[config.mk]
export PLATFORM = sky130hd
export DESIGN_NAME = status_reporting
export DESIGN_NICKNAME = d
export VERILOG_FILES = /design/src/status_pkg.sv /design/src/error_fifo.sv /design/src/status_group.sv /design/src/status_reporting.sv
export SDC_FILE = /design/constraint.sdc
export NUM_CORES = 1
export LEC_CHECK = 0
export BUFFER_PORTS_ARGS = -buffer_cell sky130_fd_sc_hd__buf_2
export CORE_ASPECT_RATIO = 0.6
export CORE_UTILIZATION = 40
export DETAILED_ROUTE_END_ITERATION = 8
export PLACE_DENSITY = 0.65
export SYNTH_ARGS = -nofsm -noshare
export SYNTH_HDL_FRONTEND = slang
export SYNTH_SLANG_ARGS = --single-unit
[constraint.sdc]
create_clock -name clk_sys -period 6.3 [get_ports clk_sys]
set_clock_uncertainty 0.15 [all_clocks]
set_input_delay 0.315 -clock clk_sys [delete_from_list [all_inputs] [get_ports clk_sys]]
set_output_delay 0.315 -clock clk_sys [all_outputs]
set_load 0.005 [all_outputs]
[src/status_pkg.sv]
// constants, types and command codes shared by the status reporting block
// assumes a single clk_sys domain; status_group and status_reporting import the whole package
// Overview of operation
// condition register is returned on query
// transition filter masks stored and read back
// event read returns bits then clears; clear-status too
// enable register stored and read back
// error queue is fifo of twenty entries
// no message waiting summary is produced
// push entry when event bits 2..5 rise
// entry printed as number, comma, quoted text
// description text never longer than 255 characters
// full queue: newest entry becomes overflow -350
// empty queue answers +0 and no error
// each error read removes the returned entry
// controller reads number then string reply
// hardware-1 summary drives status byte bit zero
// hardware-1 bit 6 is communication group summary
// bits 12..9 report decoder status flags
// bit 8: two fields both being sent
// bit 7: one field being sent
// bit 7 inactive in function generator mode
// bit 5 set on measurement limit crossing
// bit 4 self test failed, bit 3 overpower
// bits 15,2 zero; 1 mike, 0 battery
// event latches on filtered rising or falling edge
// summary is or of enabled event bits
package status_pkg;
	localparam int WORD_W = 16;
	localparam int QUEUE_DEPTH = 20;
	localparam int CNT_W = 5;
	localparam int DESC_MAX = 255;
	localparam int CODE_W = 11;
	localparam logic [10:0] CODE_OVERFLOW = 11'h6a2;
	localparam logic [10:0] CODE_NO_ERROR = 11'h000;
	localparam logic [15:0] RISE_RST = 16'hffff;
	localparam logic [15:0] FALL_RST = 16'h0000;
	localparam logic [15:0] ENABLE_RST = 16'h0000;
	localparam logic [15:0] EVENT_RST = 16'h0000;
	localparam logic [15:0] COMM_LIVE_MASK = 16'h7fff;
	localparam int HW1_BIT_COMM = 6;
	localparam int HW1_BIT_LIMIT = 5;
	localparam int HW1_BIT_INFO = 7;
	localparam int HW1_BIT_AUX = 8;
	localparam int SEV_LO = 2;
	localparam int SEV_HI = 5;
	localparam logic [7:0] MSG_NO_ERROR = 8'h00;
	localparam logic [7:0] MSG_OVERFLOW = 8'h01;
	localparam logic [7:0] LEN_NO_ERROR = 8'h08;
	localparam logic [7:0] LEN_OVERFLOW = 8'h0e;
	localparam logic [63:0] TXT_NO_ERROR = "No error";
	localparam logic [111:0] TXT_OVERFLOW = "Queue overflow";
	localparam logic [7:0] CH_PLUS = 8'h2b;
	localparam logic [7:0] CH_MINUS = 8'h2d;
	localparam logic [7:0] CH_COMMA = 8'h2c;
	localparam logic [7:0] CH_QUOTE = 8'h22;
	localparam logic [7:0] CH_ZERO = 8'h30;
	localparam logic GRP_COMM = 1'b0;
	localparam logic GRP_HW1 = 1'b1;
	typedef enum logic [3:0] {
		CMD_COND_Q = 4'h0, CMD_RISE_Q = 4'h1, CMD_FALL_Q = 4'h2, CMD_RISE_W = 4'h3,
		CMD_FALL_W = 4'h4, CMD_EVENT_Q = 4'h5, CMD_ENABLE_Q = 4'h6, CMD_ENABLE_W = 4'h7,
		CMD_CLS = 4'h8, CMD_ERR_Q = 4'h9
	} cmd_t;
	typedef enum logic [7:0] {
		F_IDLE = 8'h01, F_SIGN = 8'h02, F_DIG = 8'h04, F_COMMA = 8'h08,
		F_OQ = 8'h10, F_FETCH = 8'h20, F_CHAR = 8'h40, F_CQ = 8'h80
	} fmt_state_t;
	typedef struct packed {
		logic builtin;
		logic [10:0] code;
		logic [7:0] id;
		logic [7:0] len;
	} entry_t;
endpackage

[src/error_fifo.sv]
// error message store: circular fifo with in-place replacement of the newest entry
// assumes the caller never pushes into a full store without a pop in the same cycle
`timescale 1ns/1ps
module error_fifo #(
	parameter int DEPTH = 20,
	parameter int W = 28,
	parameter int CW = 5
) (
	input wire logic clk_sys,
	input wire logic rst_b,
	input wire logic push,
	input wire logic replace_newest,
	input wire logic [W-1:0] push_data,
	input wire logic pop,
	output logic [W-1:0] head,
	output logic [W-1:0] tail,
	output logic [CW-1:0] count
);
	logic [W-1:0] mem [DEPTH];
	logic [CW-1:0] wr_q, wr_d, rd_q, rd_d, cnt_d, newest;
	logic mem_we;
	logic [CW-1:0] mem_addr;
	if (DEPTH < 2 || DEPTH >= (1 << CW)) begin : g_bad_depth
		$error("error_fifo depth does not fit the counter");
	end
	function automatic logic [CW-1:0] step(input logic [CW-1:0] p);
		step = (p == CW'(DEPTH - 1)) ? '0 : p + 1'b1;
	endfunction
	always_comb begin
		newest = (wr_q == '0) ? CW'(DEPTH - 1) : wr_q - 1'b1;
		wr_d = push ? step(wr_q) : wr_q;
		rd_d = pop ? step(rd_q) : rd_q;
		cnt_d = count + CW'(push) - CW'(pop);
		mem_we = push || replace_newest;
		mem_addr = replace_newest ? newest : wr_q;
		head = mem[rd_q];
		tail = mem[newest];
	end
	always_ff @(posedge clk_sys) begin
		if (mem_we) begin
			mem[mem_addr] <= push_data;
		end
	end
	always_ff @(posedge clk_sys or negedge rst_b) begin
		if (!rst_b) begin
			wr_q <= '0;
			rd_q <= '0;
			count <= '0;
		end else begin
			wr_q <= wr_d;
			rd_q <= rd_d;
			count <= cnt_d;
		end
	end
endmodule

[src/status_group.sv]
// one status group: condition edge detection, filters, event latch, enable, summary
// assumes the condition vector is already in the clk_sys domain
`timescale 1ns/1ps
module status_group import status_pkg::*; #(
	parameter int W = WORD_W
) (
	input wire logic clk_sys,
	input wire logic rst_b,
	input wire logic [W-1:0] cond,
	input wire logic [W-1:0] direct_set,
	input wire logic wr_rise,
	input wire logic wr_fall,
	input wire logic wr_enable,
	input wire logic [W-1:0] wr_data,
	input wire logic read_event,
	input wire logic clear_all,
	output logic [W-1:0] rising_edge_filter_q,
	output logic [W-1:0] falling_edge_filter_q,
	output logic [W-1:0] enable_q,
	output logic [W-1:0] event_q,
	output logic group_summary_bit
);
	logic [W-1:0] prev_q, prev_d, rise_d, fall_d, enable_d, event_d, set;
	if (W < 1 || W > WORD_W) begin : g_bad_width
		$error("status_group width out of range");
	end
	always_comb begin
		prev_d = cond;
		rise_d = wr_rise ? wr_data : rising_edge_filter_q;
		fall_d = wr_fall ? wr_data : falling_edge_filter_q;
		enable_d = wr_enable ? wr_data : enable_q;
		set = (cond & ~prev_q & rising_edge_filter_q) | (~cond & prev_q & falling_edge_filter_q) | direct_set;
		// a set arriving with the read or clear survives, so no edge is lost
		event_d = ((read_event || clear_all) ? '0 : event_q) | set;
		group_summary_bit = |(event_q & enable_q);
	end
	always_ff @(posedge clk_sys or negedge rst_b) begin
		if (!rst_b) begin
			prev_q <= '0;
			rising_edge_filter_q <= RISE_RST[W-1:0];
			falling_edge_filter_q <= FALL_RST[W-1:0];
			enable_q <= ENABLE_RST[W-1:0];
			event_q <= EVENT_RST[W-1:0];
		end else begin
			prev_q <= prev_d;
			rising_edge_filter_q <= rise_d;
			falling_edge_filter_q <= fall_d;
			enable_q <= enable_d;
			event_q <= event_d;
		end
	end
endmodule

[src/status_reporting.sv]
// status reporting top: communication and hardware-1 groups, error queue and its text formatter
// assumes commands and decoder/encoder flags come from clk_sys logic; panel-side flags are async pins
`timescale 1ns/1ps
module status_reporting import status_pkg::*; (
	input wire logic clk_sys,
	input wire logic rst_b,
	input wire logic cmd_valid,
	input wire cmd_t cmd_code,
	input wire logic cmd_group,
	input wire logic [15:0] cmd_data,
	output logic cmd_ready,
	output logic reg_resp_valid,
	output logic [15:0] reg_resp_data,
	output logic err_char_valid,
	output logic [7:0] err_char,
	output logic err_char_last,
	output logic [15:0] desc_addr,
	input wire logic [7:0] desc_char_in,
	input wire logic [7:0] std_event_bits,
	input wire logic [10:0] err_code,
	input wire logic [7:0] err_desc_id,
	input wire logic [7:0] err_desc_len,
	input wire logic [15:0] comm_cond,
	input wire logic [1:0] rib_irq,
	input wire logic dec_results,
	input wire logic dec_level_low,
	input wire logic dec_measuring,
	input wire logic dec_armed,
	input wire logic enc_two_field_mode,
	input wire logic [1:0] enc_field_sent,
	input wire logic enc_func_gen,
	input wire logic meas_limit_hit,
	input wire logic selftest_fail,
	input wire logic overpower_trip,
	input wire logic ext_mike_keyed,
	input wire logic battery_low,
	output logic comm_summary,
	output logic hw1_summary,
	output logic status_byte_bit0,
	output logic [4:0] queue_count
);
	// pin flags: {rib_irq[1:0], limit, selftest, overpower, mike, battery}
	logic [6:0] pin_s1_q, pin_s2_q, limit_prev_q;
	logic [3:0] sev_prev_q;
	logic [15:0] hw1_cond, hw1_direct, comm_live;
	logic [15:0] comm_rise, comm_fall, comm_enable, comm_event;
	logic [15:0] hw1_rise, hw1_fall, hw1_enable, hw1_event;
	logic comm_sum, hw1_sum;
	logic [3:0] sev_rise;
	logic err_event, q_full, q_empty, q_push, q_replace, q_pop;
	entry_t q_head, q_tail, q_new;
	logic [4:0] q_count;
	logic acc, cmd_comm, cmd_hw1;
	logic wr_rise_c, wr_fall_c, wr_en_c, rd_ev_c, wr_rise_h, wr_fall_h, wr_en_h, rd_ev_h, cls;
	fmt_state_t st_q, st_d;
	entry_t cur_q, cur_d;
	logic [9:0] mag, q100, q10;
	logic [3:0] digits [3];
	logic [1:0] ndig, dig_q, dig_d;
	logic [7:0] idx_q, idx_d, builtin_ch;
	logic [15:0] addr_q, addr_d, resp_data_d;
	logic resp_valid_d, out_valid_d, out_last_d, ready_d;
	logic [7:0] out_char_d;

	// the pin flags come from the front panel and supply monitors, not from clk_sys logic
	always_ff @(posedge clk_sys or negedge rst_b) begin
		if (!rst_b) begin
			pin_s1_q <= '0;
			pin_s2_q <= '0;
			limit_prev_q <= '0;
			sev_prev_q <= '0;
		end else begin
			pin_s1_q <= {rib_irq, meas_limit_hit, selftest_fail, overpower_trip, ext_mike_keyed, battery_low};
			pin_s2_q <= pin_s1_q;
			limit_prev_q <= pin_s2_q;
			sev_prev_q <= std_event_bits[SEV_HI:SEV_LO];
		end
	end

	always_comb begin
		comm_live = comm_cond & COMM_LIVE_MASK;
		hw1_cond = '0;
		hw1_cond[14:13] = pin_s2_q[6:5];
		hw1_cond[12:9] = {dec_results, dec_level_low, dec_measuring, dec_armed};
		hw1_cond[HW1_BIT_AUX] = enc_two_field_mode && (&enc_field_sent);
		// function generator mode forces bit 7 low; bit 8 still follows the field flags
		hw1_cond[HW1_BIT_INFO] = !enc_func_gen && (enc_two_field_mode ? ^enc_field_sent : enc_field_sent[0]);
		hw1_cond[HW1_BIT_COMM] = comm_sum;
		hw1_cond[4:3] = pin_s2_q[3:2];
		hw1_cond[1:0] = pin_s2_q[1:0];
		// the limit flag has no condition bit, so its crossing lands straight in the event register
		hw1_direct = '0;
		hw1_direct[HW1_BIT_LIMIT] = pin_s2_q[4] && !limit_prev_q[4];
	end

	status_group #(.W(WORD_W)) u_comm (
		.clk_sys(clk_sys),
		.rst_b(rst_b),
		.cond(comm_live),
		.direct_set(16'h0000),
		.wr_rise(wr_rise_c),
		.wr_fall(wr_fall_c),
		.wr_enable(wr_en_c),
		.wr_data(cmd_data),
		.read_event(rd_ev_c),
		.clear_all(cls),
		.rising_edge_filter_q(comm_rise),
		.falling_edge_filter_q(comm_fall),
		.enable_q(comm_enable),
		.event_q(comm_event),
		.group_summary_bit(comm_sum)
	);

	status_group #(.W(WORD_W)) u_hw1 (
		.clk_sys(clk_sys),
		.rst_b(rst_b),
		.cond(hw1_cond),
		.direct_set(hw1_direct),
		.wr_rise(wr_rise_h),
		.wr_fall(wr_fall_h),
		.wr_enable(wr_en_h),
		.wr_data(cmd_data),
		.read_event(rd_ev_h),
		.clear_all(cls),
		.rising_edge_filter_q(hw1_rise),
		.falling_edge_filter_q(hw1_fall),
		.enable_q(hw1_enable),
		.event_q(hw1_event),
		.group_summary_bit(hw1_sum)
	);

	// several status bits rising together stand for one error report
	always_comb begin
		sev_rise = std_event_bits[SEV_HI:SEV_LO] & ~sev_prev_q;
		err_event = |sev_rise;
		q_full = (q_count == 5'(QUEUE_DEPTH));
		q_empty = (q_count == 5'h00);
		q_push = err_event && (!q_full || q_pop);
		q_replace = err_event && q_full && !q_pop;
		q_new.builtin = q_replace;
		q_new.code = q_replace ? CODE_OVERFLOW : err_code;
		q_new.id = q_replace ? MSG_OVERFLOW : err_desc_id;
		q_new.len = q_replace ? LEN_OVERFLOW : err_desc_len;
	end

	error_fifo #(.DEPTH(QUEUE_DEPTH), .W($bits(entry_t)), .CW(CNT_W)) u_queue (
		.clk_sys(clk_sys),
		.rst_b(rst_b),
		.push(q_push),
		.replace_newest(q_replace),
		.push_data(q_new),
		.pop(q_pop),
		.head(q_head),
		.tail(q_tail),
		.count(q_count) // only the count is taken out to the top as queue_count, no message-waiting summary, see
	);

	// decimal digits of the stored code, most significant first when printed
	always_comb begin
		mag = cur_q.code[10] ? 10'(-cur_q.code) : cur_q.code[9:0];
		q100 = mag / 10'd100;
		q10 = mag / 10'd10;
		digits[2] = q100[3:0];
		digits[1] = 4'(q10 % 10'd10);
		digits[0] = 4'(mag % 10'd10);
		ndig = (mag >= 10'd100) ? 2'd3 : (mag >= 10'd10) ? 2'd2 : 2'd1;
		builtin_ch = (cur_q.id == MSG_OVERFLOW) ? TXT_OVERFLOW[8 * (LEN_OVERFLOW - 8'h01 - idx_q) +: 8]
			: TXT_NO_ERROR[8 * (LEN_NO_ERROR - 8'h01 - idx_q) +: 8];
	end

	// command decode and reply formatter; replies are never overlapped, so ready drops while printing
	always_comb begin
		acc = cmd_valid && (st_q == F_IDLE);
		cmd_comm = acc && (cmd_group == GRP_COMM);
		cmd_hw1 = acc && (cmd_group == GRP_HW1);
		wr_rise_c = cmd_comm && (cmd_code == CMD_RISE_W);
		wr_fall_c = cmd_comm && (cmd_code == CMD_FALL_W);
		wr_en_c = cmd_comm && (cmd_code == CMD_ENABLE_W);
		rd_ev_c = cmd_comm && (cmd_code == CMD_EVENT_Q);
		wr_rise_h = cmd_hw1 && (cmd_code == CMD_RISE_W);
		wr_fall_h = cmd_hw1 && (cmd_code == CMD_FALL_W);
		wr_en_h = cmd_hw1 && (cmd_code == CMD_ENABLE_W);
		rd_ev_h = cmd_hw1 && (cmd_code == CMD_EVENT_Q);
		cls = acc && (cmd_code == CMD_CLS);
		q_pop = acc && (cmd_code == CMD_ERR_Q) && !q_empty;
		st_d = st_q;
		cur_d = cur_q;
		dig_d = dig_q;
		idx_d = idx_q;
		addr_d = addr_q;
		resp_valid_d = 1'b0;
		resp_data_d = reg_resp_data;
		out_valid_d = 1'b0;
		out_last_d = 1'b0;
		out_char_d = err_char;
		case (st_q)
			F_IDLE: begin
				if (acc) begin
					resp_valid_d = (cmd_code != CMD_CLS) && (cmd_code != CMD_ERR_Q);
					case (cmd_code)
						CMD_COND_Q: resp_data_d = cmd_group ? hw1_cond : comm_live;
						CMD_RISE_Q: resp_data_d = cmd_group ? hw1_rise : comm_rise;
						CMD_FALL_Q: resp_data_d = cmd_group ? hw1_fall : comm_fall;
						CMD_EVENT_Q: resp_data_d = cmd_group ? hw1_event : comm_event;
						CMD_ENABLE_Q: resp_data_d = cmd_group ? hw1_enable : comm_enable;
						CMD_ERR_Q: begin
							if (q_empty) begin
								cur_d = '{builtin: 1'b1, code: CODE_NO_ERROR, id: MSG_NO_ERROR, len: LEN_NO_ERROR};
							end else begin
								cur_d = q_head;
							end
							st_d = F_SIGN;
						end
						default: resp_data_d = cmd_data;
					endcase
				end
			end
			F_SIGN: begin
				out_valid_d = 1'b1;
				out_char_d = cur_q.code[10] ? CH_MINUS : CH_PLUS;
				dig_d = ndig - 2'd1;
				st_d = F_DIG;
			end
			F_DIG: begin
				out_valid_d = 1'b1;
				out_char_d = CH_ZERO + {4'h0, digits[dig_q]};
				dig_d = dig_q - 2'd1;
				st_d = (dig_q == 2'd0) ? F_COMMA : F_DIG;
			end
			F_COMMA: begin
				out_valid_d = 1'b1;
				out_char_d = CH_COMMA;
				st_d = F_OQ;
			end
			F_OQ: begin
				out_valid_d = 1'b1;
				out_char_d = CH_QUOTE;
				idx_d = 8'h00;
				st_d = (cur_q.len == 8'h00) ? F_CQ : F_FETCH;
			end
			F_FETCH: begin
				addr_d = {cur_q.id, idx_q};
				st_d = F_CHAR;
			end
			F_CHAR: begin
				out_valid_d = 1'b1;
				out_char_d = cur_q.builtin ? builtin_ch : desc_char_in;
				idx_d = idx_q + 8'h01;
				// an 8-bit length caps the text at the allowed maximum
				st_d = (idx_q == cur_q.len - 8'h01) ? F_CQ : F_FETCH;
			end
			F_CQ: begin
				out_valid_d = 1'b1;
				out_char_d = CH_QUOTE;
				out_last_d = 1'b1;
				st_d = F_IDLE;
			end
			default: st_d = F_IDLE;
		endcase
		ready_d = (st_d == F_IDLE);
	end

	always_ff @(posedge clk_sys or negedge rst_b) begin
		if (!rst_b) begin
			st_q <= F_IDLE;
			cur_q <= '0;
			dig_q <= 2'd0;
			idx_q <= 8'h00;
			addr_q <= 16'h0000;
			cmd_ready <= 1'b1;
			reg_resp_valid <= 1'b0;
			reg_resp_data <= 16'h0000;
			err_char_valid <= 1'b0;
			err_char <= 8'h00;
			err_char_last <= 1'b0;
			comm_summary <= 1'b0;
			hw1_summary <= 1'b0;
			status_byte_bit0 <= 1'b0;
		end else begin
			st_q <= st_d;
			cur_q <= cur_d;
			dig_q <= dig_d;
			idx_q <= idx_d;
			addr_q <= addr_d;
			cmd_ready <= ready_d;
			reg_resp_valid <= resp_valid_d;
			reg_resp_data <= resp_data_d;
			err_char_valid <= out_valid_d;
			err_char <= out_char_d;
			err_char_last <= out_last_d;
			comm_summary <= comm_sum;
			hw1_summary <= hw1_sum;
			status_byte_bit0 <= hw1_sum;
		end
	end

	always_comb begin
		desc_addr = addr_q;
		queue_count = q_count;
	end
endmodule

==> impl_metrics.toml, run 1 <==
[cts]
clkSlewWorstSetupHoldPaths_ns = 0.06
clkLatencyLatePin_ns = 0.66
numCtsBuffers = 83
clockBufferDepth = 3
clkSinkCount = 838
cts_tree = "done"
h-tree-depth = 3
cts_root_buf = "clkbuf_16"

[timing]
tightest_slew_ns = 1.36
finalCritPeriodShare = 0.956
finalHoldViolCount = 0
setup_viol = 0
maxSlewHeadroom = 0.0891
min_period_ns = 6.02
setup_ws_ns = 0.278
max_freq_ghz = 0.166
drv_slew = 0

[min_path]
worstHoldPathType = "in2reg"
whs_endpoint = "reg_resp_valid"
worstHoldStart = "cmd_valid"
holdPathStages = 3

[grt]
grt_pass1_vias = 22405
overflow = 0
grt_pass1_wl_um = 143000
grt_max_degree = 121
grt_antenna_before_repair = 3
track_usage = 0.207

[power_and_ir_drop]
ir_drop_mv = 0.533
p_per_area_nw_per_um2 = 500
p_leak_nw = 15.2

[outcome]
outcome = "complete, no violations"

[drt]
route.vias.total = 22633
dr.pass1.iters = 6
drtIter0Drc = 2673
wire_per_inst_um = 24.3
drcViolationCount = 0
routed_wl_um = 95000
antenna_left = 0
vias_per_cell = 5.79

[synth]
yosys.cell_types.count = 87
ys_seq_area_frac = 0.655
yosys_warnings = 0
synth-edff-count = 560
syn_area_per_cell_um2 = 15.3
synthesis.nets = 2501
ys_ff_latch = 838
synth_area_um2 = 36400
synthFlopType = "edfxtp_1"
synthArstFlopShare = 0.332
syn-instance-count = 2377

[cells_and_area]
register_area_um2 = 23800
mostFrequentLayoutCell = "edfxtp_1"
n_fill_cell = 7557
final_cell_mix = "560 x edfxtp_1, 241 x dfrtp_1, 207 x nand2_1, 168 x mux4_2, 142 x buf_2"
area_delta_synth_final_pct = 16.7
multiInputGateArea_um2 = 12100
drive_above_1_share = 0.266
final_nets = 2743
fin_cells = 3907

[worst_setup_path]
critPathKind = "reg2reg"
r2r_slack_ns = 0.28
r2r-end = "err_char[3]"
worstPathRequired_ns = 6.71
worstReg2RegStart = "cur_q[16]"
worstSetupStartpointType = "flip-flop"
end_kind = "flip-flop"
rr_worst_depth = 23
crit_fanout = 6
arrival_ns = 6.44

[placed_design]
dp.cells = 3684
gp_congestion = 0.890
pre_cts_ws_ns = 0.0142
port_buffers = 144
hpwl_um = 58500

[die]
fp.dieArea_um2 = 92100
fp.coreArea_um2 = 89900
die_x_um = 391
ios = 150
rows = 85
start_util = 0.405
die_h_um = 236

[flow_run]
maxCapViolCount = 0
-- worst max-delay path by stage --
stage / endpoint / startpoint
final: err_char[3] / cur_q[16]
after global routing: err_char[2] / cur_q[16]
after CTS: err_char[3] / cur_q[16]
after detailed placement: err_char[3] / cur_q[19]
after global placement: err_char[3] / cur_q[19]
after floorplan: err_char[3] / cur_q[19]
-- sequential cells by signal, summed over array words and instances, names as in the netlist, 7 cells and up --
signal and flops:
pin_s1_q 7, u_comm.falling_edge_filter_q 16, u_hw1.rising_edge_filter_q 16, u_queue.mem 560
u_comm.prev_q 15, err_char 8, reg_resp_data 16, u_hw1.falling_edge_filter_q 16
u_comm.event_q 15, idx_q 8, u_hw1.event_q 14, cur_q 28
desc_addr 16, pin_s2_q 7, u_comm.enable_q 16, u_hw1.enable_q 16
u_hw1.prev_q 9, u_comm.rising_edge_filter_q 16, st_q 8
-- what timing repair did --
action                     CTS  global route
setup endpoints to repair    1             3
setup buffers                0            10
gates resized for setup      6            24
pin swaps                    0             9
hold endpoints to repair   243             0
hold buffers                58             0
-- logic make-up (layout without fill, tap and decap cells) --
family / count (synthesis) / in the layout / synth area share
compound gates: 382 / 382 / 0.0715
xor+xnor: 41 / 41 / 0.0101
fa+ha+maj: 29 / 29 / 0.00998
buf+inv: 174 / 484 / 0.0188
flops: 838 / 838 / 0.655
mux: 369 / 369 / 0.163
other cells: 0 / 2 / 0
simple gates: 544 / 544 / 0.0717
-- stage by stage --
| step | total power [W] | instance area [µm²] | hold WS (ns) | utilization | TNS [ns] |
|---|---|---|---|---|---|
| finish | 0.0212 | 42400 | 0.0625 | 0.472 | 0 |
| global route | 0.0223 | 42400 | 0.0642 | 0.472 | -0.0586 |
| CTS | 0.0208 | 42300 | 0.0153 | 0.470 | 0 |
| detailed placement | 0.0157 | 38900 | 0.178 | 0.433 | 0 |
| global placement | 0.0155 | 38900 | 0.168 | 0.433 | 0 |
| floorplan | 0.0131 | 36400 | -0.131 | - | 0 |
-- layer usage --
metal / routed length, µm / up-vias / GRT usage
li1: - / 9778 / -
met1: 44200 / 11741 / 0.320
met2: 41600 / 968 / 0.299
met3: 7260 / 144 / 0.0390
met4: 1940 / 2 / 0.0488
met5: 13 / - / 0
-- area by class of cell --
cell class / count / share of cell area
inverter: 52 / 0.00460
tap: 1218 / 0.0359
sequential: 838 / 0.562
timing repair buffer: 279 / 0.0462
clock buffer: 107 / 0.0525
clock inverter: 46 / 0.0126
multi-input combinational: 1365 / 0.286
antenna: 2 / 0.000118
-- critical path, stage by stage (launching register included) --
cell	delay (ns)
dfrtp_1	0.39
inv_1	0.12
ha_1	0.21
or4b_1	0.50
o211ai_1	0.32
o211a_1	0.25
nor4_1	0.07
or4_4	0.58
or2_4	0.29
nand3_1	0.14
o21ai_2	0.09
a221o_1	0.37
o211ai_2	0.14
nand2_1	0.14
xnor2_1	0.16
ha_2	0.24
o21ai_2	0.20
mux2i_2	0.12
a221oi_2	0.35
or2_1	0.20
o22ai_1	0.10
ha_1	0.23
or4b_1	0.52
nand3_1	0.10
-- synthesized netlist by cell type, types with 23 or more instances --
library cell / instances / area, µm²
dfrtp_1: 244 / 6110
nand3_1: 25 / 125
mux4_2: 168 / 3780
nor2_1: 120 / 450
mux2i_1: 99 / 991
and2_1: 24 / 150
a22oi_1: 23 / 173
inv_1: 48 / 180
o22ai_1: 44 / 275
o211ai_1: 40 / 300
nand2_1: 207 / 777
clkbuf_1: 91 / 342
dfstp_2: 34 / 893
nor3_1: 43 / 215
a21oi_1: 65 / 325
nand3b_1: 35 / 263
mux2_2: 102 / 1150
ha_1: 25 / 313
edfxtp_1: 560 / 16800
xnor2_1: 27 / 236
o21ai_0: 85 / 425
-- where the power goes --
group	switching (W)	internal [W]	leakage, nW
clock	0.00218	0.00282	1.34
sequential	0.000739	0.00678	8.39
combinational	0.00492	0.00377	5.49
total	0.00785	0.0134	15.2
(Power assumes the default switching activity.)
==> run 2, diff against run 1 <==
--- a/config.mk
+++ b/config.mk
@@ -9,7 +9,10 @@
 export CORE_ASPECT_RATIO = 0.6
 export CORE_UTILIZATION = 40
 export DETAILED_ROUTE_END_ITERATION = 8
+export HOLD_SLACK_MARGIN = 0.12
 export PLACE_DENSITY = 0.65
+export RECOVER_POWER = 50
 export SYNTH_ARGS = -nofsm -noshare
 export SYNTH_HDL_FRONTEND = slang
+export SYNTH_HIERARCHICAL = 1
 export SYNTH_SLANG_ARGS = --single-unit
==> impl_metrics.toml, run 2 <==
[timing]
finalHoldViolCount = 0
drv_slew = 408
setup_viol = 0
setup_ws_ns = 0.363
maxSlewHeadroom = -1.15
max_freq_ghz = 0.168
tightest_slew_ns = 3.22
finalCritPeriodShare = 0.942
min_period_ns = 5.94

[power_and_ir_drop]
p_leak_nw = 15.3
ir_drop_mv = 0.337
p_per_area_nw_per_um2 = 472

[flow_run]
maxCapViolCount = 10

[cells_and_area]
n_fill_cell = 7916
reg_top3 = "u_queue/mem (560), cur_q (28)"
register_area_um2 = 24000
area_delta_synth_final_pct = 14.8
final_cell_mix = "560 x edfxtp_1, 251 x dfrtp_1, 178 x nand2_1, 168 x mux4_2, 96 x a21oi_1"
mostFrequentLayoutCell = "edfxtp_1"
final_nets = 2830
fin_cells = 4004
multiInputGateArea_um2 = 12700
regMostFlops = "u_queue/mem"
finish.utilization = 0.466
largest_register_ffs = 560
drive_above_1_share = 0.220

[worst_setup_path]
worstPathRequired_ns = 6.75
critPathKind = "reg2reg"
arrival_ns = 6.39
crit_path_max_incr_delay_ns = 0.50
worstReg2RegStart = "cur_q[16]"
r2r-end = "err_char[3]"
crit_slowest_cell = "or4_4"
worstSetupStartpointType = "flip-flop"
end_kind = "flip-flop"
r2r_slack_ns = 0.36
path_common_cell = "a21oi_1"
rr_worst_depth = 25
crit_fanout = 7

[drt]
dr.pass1.iters = 5
antenna_left = 0
route.vias.total = 23309
vias_per_cell = 5.82
wire_per_inst_um = 24.9
routed_wl_um = 99700
drtIter0Drc = 2700
drcViolationCount = 0

[cts]
cts_root_buf = "clkbuf_16"
h-tree-depth = 3
clkSinkCount = 846
clkLatencyLatePin_ns = 0.67
numCtsBuffers = 79
clockBufferDepth = 3
cts_tree = "done"
clkSlewWorstSetupHoldPaths_ns = 0.07

[die]
fp.dieArea_um2 = 95000
start_util = 0.406
ios = 150
die_x_um = 397
die_h_um = 239
fp.coreArea_um2 = 92300
rows = 86

[min_path]
worstHoldPathType = "in2reg"
whs_endpoint = "pin_s1_q[2]"
holdPathStages = 2
worstHoldStart = "overpower_trip"

[grt]
grt_antenna_before_repair = 3
grt_pass1_wl_um = 149000
track_usage = 0.210
grt_pass1_vias = 23262
overflow = 0
grt_max_degree = 117

[synth]
synth_area_um2 = 37500
syn-instance-count = 2449
syn_area_per_cell_um2 = 15.3
yosys_warnings = 6

[outcome]
violations = "max-capacitance violations, max-slew violations"
outcome = "finished with violations"

[placed_design]
dp.cells = 3784
gp_congestion = 0.882
hpwl_um = 61800
port_buffers = 144
pre_cts_ws_ns = 0.373
-- run 2: metrics by stage --
stage | setup TNS, ns | hold WS (ns) | total power [W] | cell area (µm²)
finish | 0 | 0.163 | 0.0203 | 43000
global route | -0.00429 | 0.142 | 0.0214 | 43000
CTS | 0 | 0.122 | 0.0204 | 43400
floorplan | 0 | -0.131 | 0.0130 | 37600
detailed placement | 0 | 0.187 | 0.0155 | 40100
global placement | 0 | 0.184 | 0.0153 | 40100
-- run 2: critical path: cells and delay by family (launching register included) --
family          cells  cell delay, ns
simple gates        5            1.30
compound gates     11            2.18
mux                 1            0.18
xor+xnor            1            0.27
buf+inv             3            0.33
fa+ha+maj           4            1.03
flops               1            0.45
-- run 2: how the worst max path moves through the flow --
stage / to / slack, ns / startpoint
after CTS: err_char[3] / 0.33 / cur_q[16]
after global placement: err_char[3] / 0.46 / cur_q[16]
after detailed placement: err_char[3] / 0.37 / cur_q[16]
final: err_char[3] / 0.36 / cur_q[16]
after global routing: err_char[3] / -0.004 / cur_q[19]
after floorplan: u_queue/mem[18][0] / 0.24 / st_q[4]
-- run 2: power by group --
| group | internal (W) | switching (W) | leakage (nW) | total [W] |
|---|---|---|---|---|
| combinational | 0.00342 | 0.00457 | 5.59 | 0.00799 |
| sequential | 0.00680 | 0.000705 | 8.45 | 0.00750 |
| clock | 0.00267 | 0.00214 | 1.24 | 0.00481 |
| total | 0.0129 | 0.00742 | 15.3 | 0.0203 |
-- run 2: area by class of cell --
cell class | instances | share of cell area
flip-flops and latches | 846 | 0.558
repair buffers | 293 | 0.0465
multi-input cells | 1442 | 0.295
diodes | 2 | 0.000116
inverters | 45 | 0.00393
clock inverters | 42 | 0.0102
clock buffers | 102 | 0.0497
well taps | 1232 | 0.0358
-- run 2: what timing repair did --
action	4_1_cts	5_1_grt
gates resized for setup	0	5
setup buffers	0	0
hold buffers	74	0
endpoints found under the hold margin	285	0
setup endpoints to repair	0	2
-- run 2: layer usage --
metal,up-vias,GRT usage,share of wire
met5,-,0,0
met2,966,0.302,0.44
met1,12141,0.327,0.46
met4,0,0.0517,0.018
met3,131,0.0395,0.083
li1,10071,-,-
==> run 3, diff against run 2 <==
--- a/config.mk
+++ b/config.mk
@@ -5,12 +5,13 @@
 export SDC_FILE = /design/constraint.sdc
 export NUM_CORES = 1
 export LEC_CHECK = 0
-export BUFFER_PORTS_ARGS = -buffer_cell sky130_fd_sc_hd__buf_2
+export ABC_AREA = 1
 export CORE_ASPECT_RATIO = 0.6
 export CORE_UTILIZATION = 40
 export DETAILED_ROUTE_END_ITERATION = 8
+export DONT_BUFFER_PORTS = 1
 export HOLD_SLACK_MARGIN = 0.12
-export PLACE_DENSITY = 0.65
+export PLACE_DENSITY = 0.63
 export RECOVER_POWER = 50
 export SYNTH_ARGS = -nofsm -noshare
 export SYNTH_HDL_FRONTEND = slang
==> impl_metrics.toml, run 3 <==
[worst_setup_path]
path_common_cell = "inv_1"
worstPathRequired_ns = 6.50
crit_fanout = 23
critPathBufInv = 7
arrival_ns = 6.03
crit_path_max_incr_delay_ns = 0.72
path_cells = "nor2_1 -> inv_1 -> nor2_1 -> inv_1 -> nor4_1 -> nand2_1 -> inv_1 -> nand2_1 -> clkbuf_1 -> nor2_4 -> inv_1 -> nand3b_1 -> inv_1 -> o21ai_0 -> nand3_1 -> nor2_4 -> buf_4"
critPathKind = "reg2reg"
crit_slowest_cell = "nor2_4"
end_kind = "flip-flop"
worstSetupStartpointType = "flip-flop"
cp_top_family = "simple AND/OR/NAND/NOR gates"

[grt]
track_usage = 0.214
grt_antenna_before_repair = 1
overflow = 0
grt_pass1_vias = 25130
grt_max_degree = 287
grt_pass1_wl_um = 158000

[cells_and_area]
final_nets = 3898
drive_above_1_share = 0.0988
regMostFlops = "u_queue/mem"
largest_register_ffs = 560
n_fill_cell = 8650
area_delta_synth_final_pct = 13.0
multiInputGateArea_um2 = 11800
final_cell_mix = "588 x nand2_1, 560 x edfxtp_1, 411 x inv_1, 372 x o21ai_0, 268 x a21oi_1"
mostFrequentLayoutCell = "nand2_1"
fin_area_um2 = 43300
reg_top3 = "u_queue/mem (560), cur_q (28)"
register_area_um2 = 24000

[die]
rows = 87
die_h_um = 242
fp.coreArea_um2 = 94400
start_util = 0.406
ios = 150
die_x_um = 401
fp.dieArea_um2 = 97000

[flow_run]
maxCapViolCount = 8

[drt]
routed_wl_um = 104000
vias_per_cell = 5.29
route.vias.total = 26898
dr.pass1.iters = 6
drtIter0Drc = 2897
antenna_left = 0
wire_per_inst_um = 20.5
drcViolationCount = 0

[cts]
clkLatencyLatePin_ns = 0.67
postCtsHoldBufs = 111
h-tree-depth = 3
clockBufferDepth = 3
numCtsBuffers = 78
clkSlewWorstSetupHoldPaths_ns = 0.07
clkSinkCount = 846
cts_root_buf = "clkbuf_16"
cts_tree = "done"

[timing]
finalHoldViolCount = 286
holdWs_ns = -0.790
drv_slew = 284
setup_viol = 0
grt_setup_unrepaired = "no"
min_period_ns = 5.83
setup_ws_ns = 0.473
maxSlewHeadroom = -1.02
tns_ns = 0
max_freq_ghz = 0.172
finalCritPeriodShare = 0.925
tightest_slew_ns = 3.03

[outcome]
outcome = "finished with violations"
violations = "negative hold slack, max-capacitance violations, max-slew violations"

[synth]
syn-instance-count = 3656
synth_area_um2 = 38300
yosys_warnings = 6
syn_area_per_cell_um2 = 10.5

[min_path]
worstHoldPathType = "in2async"

[power_and_ir_drop]
p_leak_nw = 17.1
p_per_area_nw_per_um2 = 558
power.total_w = 0.0241
ir_drop_mv = 0.932

[placed_design]
place_area_um2 = 39900
port_buffers = 0
pre_cts_ws_ns = 0.611
hpwl_um = 63200
gp_congestion = 0.917
-- run 3: repair_timing --
item / CTS / global route
gates resized for setup: 0 / 3
setup buffers: 0 / 2
setup endpoints to repair: 0 / 1
hold endpoints to repair: 1007 / 286
-- run 3: power by group --
part / total, W / switching (W) / internal (W)
Combinational: 0.0119 / 0.00800 / 0.00387
Sequential: 0.00740 / 0.000569 / 0.00684
Clock: 0.00486 / 0.00216 / 0.00270
Total: 0.0241 / 0.0107 / 0.0134
-- run 3: routing by layer --
metal	share of wire	vias up	GRT usage
met5	0	-	0
met4	0.017	0	0.0504
met3	0.096	113	0.0444
met2	0.40	1026	0.292
met1	0.48	12996	0.340
li1	-	12763	-
-- run 3: layout make-up --
class,instances,share of cell area
Sequential cell,846,0.555
Tap cell,1246,0.0360
Inverter,442,0.0385
Clock inverter,45,0.0112
Timing Repair Buffer,176,0.0374
Multi-Input combinational cell,2231,0.274
Clock buffer,96,0.0481
Antenna cell,1,0.0000578
-- run 3: worst paths after layout --
check | start | end | slack [ns] | cells after the start
max in group asynchronous | rst_b | u_queue/wr_q[1] | 6.16 | 0
worst min register to register | pin_s1_q[0] | pin_s2_q[0] | 0.20 | 0
worst max-delay path | st_q[4] | u_queue/mem[2][12] | 0.47 | 17
worst min-delay path | rst_b | u_hw1/prev_q[10] | -0.79 | 0
min in group clk_sys | comm_cond[11] | u_comm/prev_q[11] | 0.16 | 1
worst max register to register | st_q[4] | u_queue/mem[2][12] | 0.47 | 17
-- run 3: worst register-to-register path: cells and delay by family (launching register included) --
| family | cells | cell delay [ns] |
|---|---|---|
| compound gates | 1 | 0.58 |
| buf+inv | 7 | 1.59 |
| flops | 1 | 0.40 |
| simple gates | 9 | 2.80 |
-- run 3: per-stage QoR --
stage / std cells / utilization / hold slack (ns)
3_3_place_gp: 4828 / 0.423 / -0.126
3_5_place_dp: 4828 / 0.423 / -0.125
5_1_grt: 5083 / 0.459 / -0.838
4_1_cts: 5080 / 0.462 / -0.844
6_report: 5083 / 0.459 / -0.790
2_1_floorplan: 3698 / - / -0.131
